File: src/rtl/fault_timing_pkg.sv
/*
 * Shared constants for the channel fault timing block: the timing
 * configuration register, its field layout, reset value and timing counts.
 * Assumes a 40 MHz system clock; the other RTL files and the bench refer to names here.
 */
package fault_timing_pkg;

    // Register command address and reset value
    localparam logic [7:0] TIMING_CFG_CMD   = 8'h16;
    localparam logic [7:0] TIMING_CFG_RESET = 8'h00;

    // Field positions (low bit of each 2-bit field)
    localparam int FAULT_TIME_LSB   = 6;
    localparam int INRUSH_TIME_LSB  = 4;
    localparam int OVERLOAD_LSB     = 2;
    localparam int DISC_HOLD_LSB    = 0;

    // Clock and base tick (one sixteenth of a millisecond)
    localparam int CLK_PERIOD_NS    = 25;
    localparam int BASE_TICK_NS     = 62500;
    localparam int TICK_CYCLES      = (BASE_TICK_NS + CLK_PERIOD_NS - 1)
                                      / CLK_PERIOD_NS;
    localparam int TICKS_PER_MS     = 16;

    // Fault times in ms: nominal and per field code
    localparam int FAULT_NOMINAL_MS = 60;
    localparam int FAULT_CODE0_MS   = 58;
    localparam int FAULT_CODE1_MS   = 15;
    localparam int FAULT_CODE2_MS   = 10;
    localparam int FAULT_CODE3_MS   = 6;

    // Inrush window per code in ms (plain defaults)
    localparam int INRUSH_CODE0_MS  = 60;
    localparam int INRUSH_CODE1_MS  = 30;
    localparam int INRUSH_CODE2_MS  = 120;
    localparam int INRUSH_CODE3_MS  = 200;

    // Cool-down period and fault counter decay divider
    localparam int COOL_DOWN_MS     = 1000;
    localparam int DECAY_DIV        = 16;

    // Counter widths
    localparam int FAULT_CNT_W      = 12;
    localparam int TIME_CNT_W       = 15;

    // Channel power state
    typedef enum logic [1:0] {
        CH_OFF,
        CH_INRUSH,
        CH_ON,
        CH_COOL
    } chan_state_t;

endpackage : fault_timing_pkg

File: src/rtl/fault_channel.sv
/*
 * One channel of the fault timing block: power state, inrush window,
 * current-limit fault counter and one-second cool-down.
 * Assumes a shared base tick enable and a synchronised shutdown level.
 */
`timescale 1ns/10ps
`default_nettype none
module fault_channel (
    // Clock and reset
    input  wire logic                 mclk_in,
    input  wire logic                 rst_in,
    // Timing
    input  wire logic                 tick_in,
    input  wire logic [1:0]           fault_code_in,
    input  wire logic [1:0]           inrush_code_in,
    // Channel controls
    input  wire logic                 double_foldback_select_in,
    input  wire logic                 limiting_in,
    input  wire logic                 power_on_cmd_in,
    input  wire logic                 power_off_cmd_in,
    input  wire logic                 shutdown_in,
    input  wire logic                 manual_mode_in,
    input  wire logic                 semiauto_mode_in,
    input  wire logic                 detect_en_in,
    input  wire logic                 class_en_in,
    // Status
    output logic                      power_out,
    output logic                      cool_down_out,
    output logic                      fault_off_out,
    output logic                      restart_detect_out
);

    // Fault time code to limit in base ticks
    function automatic logic [11:0] fault_limit(input logic [1:0] code);
        case (code)
            2'h0:    fault_limit = 12'(fault_timing_pkg::FAULT_CODE0_MS
                                   * fault_timing_pkg::TICKS_PER_MS);
            2'h1:    fault_limit = 12'(fault_timing_pkg::FAULT_CODE1_MS
                                   * fault_timing_pkg::TICKS_PER_MS);
            2'h2:    fault_limit = 12'(fault_timing_pkg::FAULT_CODE2_MS
                                   * fault_timing_pkg::TICKS_PER_MS);
            default: fault_limit = 12'(fault_timing_pkg::FAULT_CODE3_MS
                                   * fault_timing_pkg::TICKS_PER_MS);
        endcase
    endfunction : fault_limit

    // Inrush code to window in base ticks
    function automatic logic [14:0] inrush_limit(input logic [1:0] code);
        case (code)
            2'h0:    inrush_limit = 15'(fault_timing_pkg::INRUSH_CODE0_MS
                                    * fault_timing_pkg::TICKS_PER_MS);
            2'h1:    inrush_limit = 15'(fault_timing_pkg::INRUSH_CODE1_MS
                                    * fault_timing_pkg::TICKS_PER_MS);
            2'h2:    inrush_limit = 15'(fault_timing_pkg::INRUSH_CODE2_MS
                                    * fault_timing_pkg::TICKS_PER_MS);
            default: inrush_limit = 15'(fault_timing_pkg::INRUSH_CODE3_MS
                                    * fault_timing_pkg::TICKS_PER_MS);
        endcase
    endfunction : inrush_limit

    localparam logic [14:0] COOL_TICKS =
        15'(fault_timing_pkg::COOL_DOWN_MS * fault_timing_pkg::TICKS_PER_MS);
    localparam logic [11:0] NOMINAL_TICKS =
        12'(fault_timing_pkg::FAULT_NOMINAL_MS
            * fault_timing_pkg::TICKS_PER_MS);

    fault_timing_pkg::chan_state_t state;       // Channel power state
    logic [11:0]                   fault_cnt;   // Limiting time, base ticks
    logic [14:0]                   time_cnt;    // Inrush or cool-down time
    logic [14:0]                   win_limit;   // Inrush latched at turn-on
    logic [3:0]                    decay_div;   // Decrement prescaler
    logic [11:0]                   limit_now;   // Active time-out
    logic                          timeout;     // Fault counter expired
    logic                          turn_off;    // Command or shutdown off

    // Limit follows the live register, so a rewrite applies at once
    always_comb begin
        if (double_foldback_select_in) begin
            limit_now = fault_limit(fault_code_in);
        end else begin
            limit_now = NOMINAL_TICKS;
        end
    end

    assign timeout  = (state == fault_timing_pkg::CH_ON)
                      && (fault_cnt >= limit_now);
    assign turn_off = power_off_cmd_in || shutdown_in;

    // Channel state sequence
    always_ff @(posedge mclk_in) begin
        if (rst_in) begin
            state <= fault_timing_pkg::CH_OFF;
        end else begin
            case (state)
                fault_timing_pkg::CH_OFF: begin
                    if (power_on_cmd_in && !turn_off) begin
                        state <= fault_timing_pkg::CH_INRUSH;
                    end
                end
                fault_timing_pkg::CH_INRUSH: begin
                    if (turn_off) begin
                        state <= fault_timing_pkg::CH_OFF;
                    end else if (tick_in && time_cnt + 15'h1 >= win_limit)
                    begin
                        // Still limiting at window end means a fault
                        state <= limiting_in ? fault_timing_pkg::CH_COOL
                                             : fault_timing_pkg::CH_ON;
                    end
                end
                fault_timing_pkg::CH_ON: begin
                    if (turn_off) begin
                        state <= fault_timing_pkg::CH_OFF;
                    end else if (timeout) begin
                        state <= fault_timing_pkg::CH_COOL;
                    end
                end
                default: begin
                    // Shutdown leaves a running cool-down alone
                    if (manual_mode_in) begin
                        state <= fault_timing_pkg::CH_OFF;
                    end else if (tick_in && time_cnt + 15'h1 >= COOL_TICKS)
                    begin
                        state <= fault_timing_pkg::CH_OFF;
                    end
                end
            endcase
        end
    end

    // Inrush and cool-down timer, restarted on every state entry
    always_ff @(posedge mclk_in) begin
        if (rst_in) begin
            time_cnt  <= 15'h0;
            win_limit <= 15'h0;
        end else if (state == fault_timing_pkg::CH_OFF
                     || state == fault_timing_pkg::CH_ON
                     || (state == fault_timing_pkg::CH_INRUSH
                         && tick_in && time_cnt + 15'h1 >= win_limit)
                     || (state == fault_timing_pkg::CH_COOL
                         && manual_mode_in)) begin
            time_cnt <= 15'h0;
            // Inrush setting sampled on every timer restart; the window uses the last sample taken while off
            win_limit <= inrush_limit(inrush_code_in);
        end else if (tick_in) begin
            time_cnt <= time_cnt + 15'h1;
        end
    end

    // Fault counter: up while limiting, down at a sixteenth otherwise
    always_ff @(posedge mclk_in) begin
        if (rst_in) begin
            fault_cnt <= 12'h0;
            decay_div <= 4'h0;
        end else if (state != fault_timing_pkg::CH_ON || turn_off) begin
            fault_cnt <= 12'h0;
            decay_div <= 4'h0;
        end else if (tick_in && !timeout) begin
            if (limiting_in) begin
                fault_cnt <= fault_cnt + 12'h1;
            end else begin
                decay_div <= decay_div + 4'h1;
                if (decay_div == 4'hf && fault_cnt != 12'h0) begin
                    fault_cnt <= fault_cnt - 12'h1;
                end
            end
        end
    end

    // Registered status outputs
    always_ff @(posedge mclk_in) begin
        if (rst_in) begin
            power_out          <= 1'b0;
            cool_down_out      <= 1'b0;
            fault_off_out      <= 1'b0;
            restart_detect_out <= 1'b0;
        end else begin
            power_out     <= state == fault_timing_pkg::CH_INRUSH
                             || state == fault_timing_pkg::CH_ON;
            cool_down_out <= state == fault_timing_pkg::CH_COOL;
            fault_off_out <= timeout && !turn_off;
            restart_detect_out <= state == fault_timing_pkg::CH_COOL
                && !manual_mode_in && semiauto_mode_in && detect_en_in
                && class_en_in && tick_in
                && time_cnt + 15'h1 >= COOL_TICKS;
        end
    end
endmodule : fault_channel
`default_nettype wire

File: src/rtl/fault_timing_top.sv
/*
 * Timing configuration register and four current-limit fault timers.
 * Assumes a host command port on the system clock and an asynchronous
 * fast shutdown pin, which is synchronised here.
 */
`timescale 1ns/10ps
`default_nettype none
module fault_timing_top #(
    parameter int CHANNELS = 4,
    parameter int TICK_LEN = fault_timing_pkg::TICK_CYCLES // Clocks a tick
) (
    // Clock and reset
    input  wire logic                mclk_in,
    input  wire logic                rst_in,
    // Register command port
    input  wire logic [7:0]          reg_cmd_in,
    input  wire logic                reg_wr_in,
    input  wire logic                reg_rd_in,
    input  wire logic [7:0]          reg_wdata_in,
    output logic      [7:0]          reg_rdata_out,
    output logic                     reg_rvalid_out,
    // Fast shutdown pin and channel selection
    input  wire logic                fast_shutdown_input_in,
    input  wire logic [CHANNELS-1:0] shutdown_sel_in,
    // Per-channel controls
    input  wire logic [CHANNELS-1:0] double_foldback_select_in,
    input  wire logic [CHANNELS-1:0] limiting_in,
    input  wire logic [CHANNELS-1:0] power_on_cmd_in,
    input  wire logic [CHANNELS-1:0] power_off_cmd_in,
    input  wire logic [CHANNELS-1:0] manual_mode_in,
    input  wire logic [CHANNELS-1:0] semiauto_mode_in,
    input  wire logic [CHANNELS-1:0] detect_en_in,
    input  wire logic [CHANNELS-1:0] class_en_in,
    // Per-channel status
    output logic      [CHANNELS-1:0] power_out,
    output logic      [CHANNELS-1:0] cool_down_out,
    output logic      [CHANNELS-1:0] fault_off_out,
    output logic      [CHANNELS-1:0] restart_detect_out
);

    // Divider end count; a short tick lets long spans be exercised
    localparam logic [11:0] TICK_LAST = 12'(TICK_LEN - 1);

    logic [7:0]  channel_timing_config;  // Shared timing byte
    logic [11:0] tick_div;               // Base tick divider
    logic        tick;                   // One-cycle base tick enable
    logic        shut_meta;              // Synchroniser first stage
    logic        shut_sync;              // Synchronised shutdown level

    // Timing byte: writable at its command, reset to zero
    always_ff @(posedge mclk_in) begin
        if (rst_in) begin
            channel_timing_config <= fault_timing_pkg::TIMING_CFG_RESET;
        end else if (reg_wr_in
                     && reg_cmd_in == fault_timing_pkg::TIMING_CFG_CMD) begin
            channel_timing_config <= reg_wdata_in;
        end
    end

    // Read answer one cycle after the request; unknown commands read zero
    always_ff @(posedge mclk_in) begin
        if (rst_in) begin
            reg_rdata_out  <= 8'h00;
            reg_rvalid_out <= 1'b0;
        end else begin
            reg_rvalid_out <= reg_rd_in;
            if (reg_rd_in
                && reg_cmd_in == fault_timing_pkg::TIMING_CFG_CMD) begin
                reg_rdata_out <= channel_timing_config;
            end else if (reg_rd_in) begin
                reg_rdata_out <= 8'h00;
            end
        end
    end

    // Base tick divider, one sixteenth of a millisecond
    always_ff @(posedge mclk_in) begin
        if (rst_in) begin
            tick_div <= 12'h0;
            tick     <= 1'b0;
        end else begin
            tick     <= tick_div == TICK_LAST;
            tick_div <= (tick_div == TICK_LAST) ? 12'h0 : tick_div + 12'h1;
        end
    end

    // Pin is asynchronous, so two flops before any use
    always_ff @(posedge mclk_in) begin
        if (rst_in) begin
            shut_meta <= 1'b0;
            shut_sync <= 1'b0;
        end else begin
            shut_meta <= fast_shutdown_input_in;
            shut_sync <= shut_meta;
        end
    end

    // One timer per channel, all sharing the timing byte
    for (genvar ch = 0; ch < CHANNELS; ch++) begin : g_chan
        fault_channel u_chan (
            .mclk_in                   (mclk_in),
            .rst_in                    (rst_in),
            .tick_in                   (tick),
            .fault_code_in             (channel_timing_config[
                fault_timing_pkg::FAULT_TIME_LSB +: 2]),
            .inrush_code_in            (channel_timing_config[
                fault_timing_pkg::INRUSH_TIME_LSB +: 2]),
            .double_foldback_select_in (double_foldback_select_in[ch]),
            .limiting_in               (limiting_in[ch]),
            .power_on_cmd_in           (power_on_cmd_in[ch]),
            .power_off_cmd_in          (power_off_cmd_in[ch]),
            .shutdown_in               (shut_sync && shutdown_sel_in[ch]),
            .manual_mode_in            (manual_mode_in[ch]),
            .semiauto_mode_in          (semiauto_mode_in[ch]),
            .detect_en_in              (detect_en_in[ch]),
            .class_en_in               (class_en_in[ch]),
            .power_out                 (power_out[ch]),
            .cool_down_out             (cool_down_out[ch]),
            .fault_off_out             (fault_off_out[ch]),
            .restart_detect_out        (restart_detect_out[ch])
        );
    end
endmodule : fault_timing_top
`default_nettype wire

File: config.mk
export PLATFORM = sky130hd
export DESIGN_NAME = fault_timing_top
export DESIGN_NICKNAME = d
export VERILOG_FILES = /design/src/rtl/fault_timing_pkg.sv /design/src/rtl/fault_channel.sv /design/src/rtl/fault_timing_top.sv
export SDC_FILE = /design/constraint.sdc
export NUM_CORES = 1
export LEC_CHECK = 0
export BUFFER_PORTS_ARGS = -buffer_cell sky130_fd_sc_hd__buf_2
export CORE_MARGIN = 3
export CORE_UTILIZATION = 47
export CTS_CLUSTER_DIAMETER = 120
export DETAILED_ROUTE_END_ITERATION = 7
export PLACE_DENSITY_LB_ADDON = 0.15
export SYNTH_ARGS = -nofsm -noshare
export SYNTH_HDL_FRONTEND = slang
export SYNTH_HIERARCHICAL = 1
export SYNTH_SLANG_ARGS = --single-unit
File: constraint.sdc
create_clock -name mclk_in -period 3.3 [get_ports mclk_in]
set_input_delay 0.495 -clock mclk_in [delete_from_list [all_inputs] [get_ports mclk_in]]
set_output_delay 0.495 -clock mclk_in [all_outputs]
set_load 0.01 [all_outputs]
* Word level (Yosys, flattened, before mapping)
Index checks and enable logic that the tools add are counted.
Operators by class: add/subtract/negate cells 17, $lt $le $gt $ge 12, eq/ne operators 38, multiplexer cells 52, bitwise logic cells 4, reduce and logical (&&, ||, !) cells 146
Operator list (count):
- $mux W12 | 10
- $logic_and A1 B1 Y1 | 70
- $add A12 B1 Y12 const B | 5
- $add A15 B1 Y15 const B | 4
- $ge A15 B14 Y1 const B | 4
- $ge A15 B15 Y1 | 4
- $mux W2 | 28
- $reduce_bool A12 Y1 | 4
- $sub A12 B1 Y12 const B | 4
- $pmux W12 S3 | 1
- $pmux W10 S3 | 1
- $ge A12 B10 Y1 | 2
- $ge A12 B12 Y1 | 2
- $logic_or A1 B1 Y1 | 24
- $ne A3 B1 Y1 const B | 8
- $pmux W2 S3 | 4
- $eq A2 B2 Y1 const B | 10
- $mux W10 | 2
- $reduce_bool A5 Y1 | 4
- $reduce_or A2 Y1 | 9
- $add A4 B1 Y4 const B | 4
- $eq A4 B4 Y1 const B | 4
- $mux W8 | 2
- $reduce_and A2 Y1 | 8
- 11 further kinds | 51
Word-level totals: bits in registers 240, input port bits 57, output and inout port bits 25, logic and storage cells 312

* Depth between registers and ports, before layout
depth after elaboration 8, mapped depth 15, gate-level depth less buffers 13

* Cells and area by module
Netlist, hierarchy kept.
Modules (own cells, without submodules):
- fault_channel at g_chan[0].u_chan ... | instances 3, cells an instance 364, area each 3159.3 sq um, seq. area each 880.8 sq um
- fault_channel at g_chan[1].u_chan | instances 1, cells an instance 367, area each 3139.3 sq um, seq. area each 880.8 sq um
- fault_timing_top | instances 1, cells an instance 149, area each 1357.6 sq um, seq. area each 640.6 sq um

* Worst setup path before layout
OpenSTA, ideal clock, no wires.
path type reg2reg, start point register g_chan[0].u_chan.time_cnt[0], end point register g_chan[0].u_chan.time_cnt[5], setup time 62 ps, arrival 2897 ps, data required time 3238 ps, setup slack 341 ps, stages on the path, launching flop included 15, path buffers 2, clock period less this slack 2959 ps, path through dfxtp_1 -> ha_1 -> nand2_4 -> nor2_1 -> and3_1 -> xor2_1 -> ha_1 -> a2111oi_0 -> o221ai_1 -> a22oi_2 -> o21ai_2 -> or2_1 -> buf_6 -> buf_12 -> nor2_4
Between the ends: cells in the longest elaborated chain, start to end 6
Ends and longest elaborated chain:
- start, declared | line fault_channel.sv:69 | logic [14:0] time_cnt;
- start signal, assigned | line fault_channel.sv:145 | time_cnt <= time_cnt + 15'h1;
- $add A15 B1 Y15 * | line fault_channel.sv:138, fault_channel.sv:145
- $ge A15 B15 Y1 | line fault_channel.sv:138 | && tick_in && time_cnt + 15'h1 >= win_limit)
- $logic_and A1 B1 Y1 | line fault_channel.sv:138
- $logic_or A1 B1 Y1 | line fault_channel.sv:137 | || (state == fault_timing_pkg::CH_INRUSH
- $logic_or A1 B1 Y1 | line fault_channel.sv:139 | || (state == fault_timing_pkg::CH_COOL
- $reduce_or A2 Y1 (no line)
Mark *: on every way between the ends. The rest lies on a longest branch, timed or not. A chain may end at the register's enable or synchronous reset.

* Worst setup path after layout
start point register g_chan[1].u_chan.time_cnt[0], end point register g_chan[1].u_chan.state[1]
Between the ends: cells in the longest elaborated chain, start to end 5, elaborated cells on any way between the ends 8, those cells by class add/sub (1); order compare (2); eq/ne (1); reduce/logical (4)
Ends and longest elaborated chain:
- start, declared | line fault_channel.sv:69
- start signal, assigned | line fault_channel.sv:145
- $add A15 B1 Y15 * | line fault_channel.sv:103, fault_channel.sv:121
- $ge A15 B15 Y1 / $ge A15 B14 Y1 (equally long branches) | line fault_channel.sv:103, fault_channel.sv:121
- $logic_and A1 B1 Y1, on equally long branches | line fault_channel.sv:103, fault_channel.sv:121
- $ne A3 B1 Y1 (no line) / $reduce_bool A5 Y1 (equally long branches)
- $reduce_and A4 Y1 (no line) *
- end signal, assigned | line fault_channel.sv:102 | state <= fault_timing_pkg::CH_OFF;
- end signal, assigned | line fault_channel.sv:106 | state <= limiting_in ? fault_timing_pkg::CH_COOL
- end signal, assigned | line fault_channel.sv:112 | state <= fault_timing_pkg::CH_OFF;
- end, declared | line fault_channel.sv:67 | fault_timing_pkg::chan_state_t state;
Marks and branches as above.

==> flow_results.xml <==
<?xml version="1.0" encoding="UTF-8"?>
<metrics>
  <group name="final_layout">
    <metric name="nets" unit="">1871</metric>
    <metric name="area_growth_syn_to_layout" unit="%">12.8</metric>
    <metric name="antenna_cells_inserted" unit="">0</metric>
    <metric name="final_area" unit="um^2">15800</metric>
    <metric name="drive_above_1_share" unit="%">16.6</metric>
    <metric name="layout_commonest_cell" unit="">nor2_1</metric>
    <metric name="layout_common_cells" unit="">209 x nor2_1, 206 x dfxtp_1, 116 x ha_1, 97 x nand2_1, 81 x buf_2</metric>
  </group>
  <group name="pwr">
    <metric name="power_frac_seq" unit="%">38.8</metric>
    <metric name="power.leakage" unit="uW">0.00629</metric>
    <metric name="comb_power_share" unit="%">15.8</metric>
    <metric name="power.clock.fraction" unit="%">45.4</metric>
    <metric name="power_switching" unit="uW">1840</metric>
    <metric name="power_per_cell_area" unit="nW/um^2">438</metric>
    <metric name="post-layout-total-power" unit="uW">6900</metric>
    <metric name="ir_worst_vdd" unit="mV">0.358</metric>
    <metric name="internal_power" unit="uW">5050</metric>
    <metric name="power.share.switching" unit="%">26.7</metric>
  </group>
  <group name="routing">
    <metric name="drt_pre_antenna_iters" unit="">5</metric>
    <metric name="wl_per_cell" unit="um">15.4</metric>
    <metric name="postRouteWirelength" unit="um">32300</metric>
    <metric name="detail_route.drc_violations" unit="">0</metric>
    <metric name="drt.antenna.violating_nets" unit="">0</metric>
    <metric name="routed_via_density" unit="">5.57</metric>
    <metric name="dr.first_iter.drc_count" unit="">644</metric>
    <metric name="num_vias" unit="">11700</metric>
  </group>
  <group name="clock_network">
    <metric name="cts_root_buffer" unit="">clkbuf_16</metric>
    <metric name="tritoncts_num_sinks" unit="">208</metric>
    <metric name="clock_tree.htree_level_count" unit="">1</metric>
    <metric name="post_cts_repair_timing_setup_buffer_count" unit="">0</metric>
    <metric name="worst_setup_hold_path_clk_slew" unit="ns">0.06</metric>
    <metric name="worst_skew_pair.late_latency" unit="ns">0.53</metric>
    <metric name="ctsLongestPathBuffers" unit="">3</metric>
    <metric name="clock_tree_from_tritoncts" unit="">done</metric>
    <metric name="tritoncts_buffer_count" unit="">26</metric>
  </group>
  <group name="critical_path">
    <metric name="data_required_time_of_the_worst_path" unit="ns">3.74</metric>
    <metric name="setup.worst_path.end_class" unit="">register</metric>
    <metric name="reg2reg_depth" unit="">12</metric>
    <metric name="timing.reg2reg.setup_slack" unit="ns">0.21</metric>
    <metric name="cp.arrival" unit="ns">3.54</metric>
    <metric name="critical_path.max_fanout" unit="">9</metric>
    <metric name="regToRegStartpoint" unit="">g_chan[1].u_chan/time_cnt[0]</metric>
    <metric name="worst_setup_path_start_kind" unit="">register</metric>
    <metric name="worst-setup-path-type" unit="">register to register</metric>
    <metric name="worst_r2r_dst" unit="">g_chan[1].u_chan/state[1]</metric>
  </group>
  <group name="die">
    <metric name="row_count" unit="">62</metric>
    <metric name="die_width" unit="um">178</metric>
    <metric name="initial_core_util" unit="%">48.2</metric>
    <metric name="design.core.area" unit="um^2">29000</metric>
    <metric name="chipHeight" unit="um">178</metric>
    <metric name="floorplan.die_area" unit="um^2">31800</metric>
    <metric name="ioPinCount" unit="">82</metric>
  </group>
  <group name="min_path">
    <metric name="timing.hold.worst.start" unit="">fast_shutdown_input_in</metric>
    <metric name="hold_path_depth" unit="">2</metric>
    <metric name="worstHoldEndpoint" unit="">shut_meta</metric>
    <metric name="timing.hold.worst.class" unit="">input pin to register</metric>
  </group>
  <group name="grt">
    <metric name="grt_max_degree" unit="">33</metric>
    <metric name="grt_usage" unit="%">20.2</metric>
    <metric name="globalRoute.totalOverflow" unit="">0</metric>
    <metric name="global_route_wire_length_before_repair" unit="um">54200</metric>
    <metric name="antenna_found_initial" unit="">0</metric>
    <metric name="number_of_global_route_vias_before_repair" unit="">10900</metric>
  </group>
  <group name="yosys">
    <metric name="synth_largest_area_cell" unit="">dfxtp_1</metric>
    <metric name="postSynth.topFlopCell" unit="">dfxtp_1</metric>
    <metric name="synth_sequential_area_ratio" unit="%">29.8</metric>
    <metric name="ys_types" unit="">89</metric>
    <metric name="ys.warnings.count" unit="">6</metric>
    <metric name="synthesis.area_per_instance" unit="um^2">8.69</metric>
    <metric name="yosys_register_bits" unit="">208</metric>
    <metric name="synth_top_area_share" unit="%">29.8</metric>
    <metric name="synth_cells" unit="">1608</metric>
    <metric name="mappedNetlistNets" unit="">1786</metric>
    <metric name="synth_area_leaders" unit="">dfxtp_1 30%, ha_1 10%, nor2_1 5.7%</metric>
    <metric name="post_synth_edffs" unit="">0</metric>
    <metric name="synth-async-reset-ratio" unit="%">0</metric>
    <metric name="synth_area" unit="um^2">14000</metric>
  </group>
  <group name="placement">
    <metric name="place_area" unit="um^2">14800</metric>
    <metric name="placement.setup.worst_slack" unit="ns">-0.0191</metric>
    <metric name="place.detailed.hpwl" unit="um">23900</metric>
    <metric name="gp_congestion" unit="">0.854</metric>
    <metric name="portBuffers" unit="">81</metric>
  </group>
  <group name="outcome">
    <metric name="outcome" unit="">complete, no violations</metric>
  </group>
  <group name="sta">
    <metric name="timing.fmax" unit="MHz">323</metric>
    <metric name="pins_over_their_slew_limit" unit="">0</metric>
    <metric name="tightestPinTransition" unit="ns">1.03</metric>
    <metric name="fin_worst_skew" unit="ns">0.0129</metric>
    <metric name="rsz_0062_raised_after_global_routing" unit="">false</metric>
    <metric name="maxSlewHeadroom" unit="%">30.9</metric>
    <metric name="timing.final.crit_share" unit="%">93.8</metric>
    <metric name="finalWorstSetupSlack" unit="ns">0.206</metric>
    <metric name="report.final.hold_viol_count" unit="">0</metric>
    <metric name="period_minus_slack" unit="ns">3.09</metric>
    <metric name="setup_viol" unit="">0</metric>
  </group>
  <group name="job">
    <metric name="max-cap-violations" unit="">0</metric>
  </group>
</metrics>
==> kinds of logic after synthesis <==
family | Yosys count | share of synthesized area (%)
AO/OA/AOI/OAI | 286 | 14.5
XOR/XNOR | 146 | 9.15
adder cells (fa/ha/maj) | 121 | 11.0
buffers and inverters | 138 | 5.18
flip-flops | 208 | 29.8
multiplexers | 56 | 4.04
AND/OR/NAND/NOR | 653 | 26.3
==> state kept, by name (all words and copies together) (netlist names), 8 cells and up <==
signal,flops
channel_timing_config,8
g_chan.u_chan/decay_div,16
g_chan.u_chan/fault_cnt,48
g_chan.u_chan/state,8
g_chan.u_chan/time_cnt,60
g_chan.u_chan/win_limit,28
reg_rdata_out,8
tick_div,12
==> power groups by stage <==
stage / registers (uW) / logic (uW) / clock network [uW]
6_report: 2670 / 1090 / 3130
5_1_grt: 2690 / 1220 / 3330
4_1_cts: 2670 / 1100 / 3230
3_5_place_dp: 2730 / 1090 / 0
3_3_place_gp: 2720 / 1080 / 0
2_1_floorplan: 2710 / 900 / 0
==> worst max-delay path by stage <==
| stage | from | cells past startpoint | end |
|---|---|---|---|
| global route | g_chan[1].u_chan/time_cnt[0] | 12 | g_chan[1].u_chan/state[1] |
| finish | g_chan[1].u_chan/time_cnt[0] | 12 | g_chan[1].u_chan/state[1] |
| global placement | limiting_in[1] | 11 | g_chan[1].u_chan/fault_cnt[10] |
| detailed placement | g_chan[0].u_chan/time_cnt[3] | 12 | g_chan[0].u_chan/time_cnt[3] |
| CTS | g_chan[0].u_chan/time_cnt[3] | 11 | g_chan[0].u_chan/time_cnt[3] |
| floorplan | g_chan[0].u_chan/time_cnt[0] | 14 | g_chan[0].u_chan/time_cnt[5] |
==> critical path, stage by stage (launching register included) <==
cell	delay [ns]
dfxtp_1	0.49
ha_1	0.33
nand2_1	0.12
nor3_1	0.25
nand2_1	0.10
xnor2_1	0.21
ha_1	0.22
a2111oi_0	0.06
and3_1	0.19
a211oi_2	0.38
o31ai_1	0.14
nor3_2	0.25
mux2i_1	0.26
==> synth_stat cells (6+ instances only) <==
cell type  count
nor2_1       213
dfxtp_1      208
ha_1         117
nand2_1       97
xor2_1        80
a21oi_1       79
inv_1         66
xnor2_1       66
nand4_1       59
mux2i_1       53
nand3_1       41
o21ai_0       32
nor2_4        30
and3_1        29
clkbuf_1      28
nor3_1        27
nor4_1        25
o31ai_1       18
nand2b_1      17
or3_1         16
a211oi_1      15
buf_2         15
a21o_1        14
nor2b_1       14
or2_2         14
buf_6         13
o211ai_1      13
or4_1         13
a2111oi_0     11
a31oi_1       11
buf_4         11
nand3_4        8
a311oi_1       7
and2_1         7
o21a_1         7
o311ai_0       7
a311o_1        6
a31o_2         6
o21bai_1       6
==> per-stage QoR <==
step	TNS, ns	util (%)	hold WS, ns	instances
floorplan	0	-	0.414	1608
global placement	0	50.9	0.424	2049
detailed placement	-0.0382	50.9	0.427	2049
CTS	0	54.2	0.158	2096
global route	0	54.3	0.173	2096
finish	0	54.3	0.187	2096
==> layout make-up <==
class	count	area (um^2)
clock inverters	12	215
flip-flops and latches	208	4170
inverters	66	248
fillers	2775	13300
multi-input cells	1262	9150
clock buffers	35	736
repair buffers	129	766
well taps	384	480
==> routing by layer <==
metal  track usage (%)  vias to the layer above  share of wire [%]
li1                  -                     5943                  -
met1              29.0                     5484                 49
met2              31.8                      198                 44
met3              2.81                       55                4.2
met4              5.58                        0                2.4
met5                 0                        -                  0
==> what timing repair did <==
action | 4_1_cts | 5_1_grt
pin swaps | 0 | 0
resized for setup | 1 | 15
endpoints found under the hold margin | 0 | 0
hold buffers | 0 | 0
setup endpoints to repair | 16 | 60
Power figures use the tool's default switching activity.
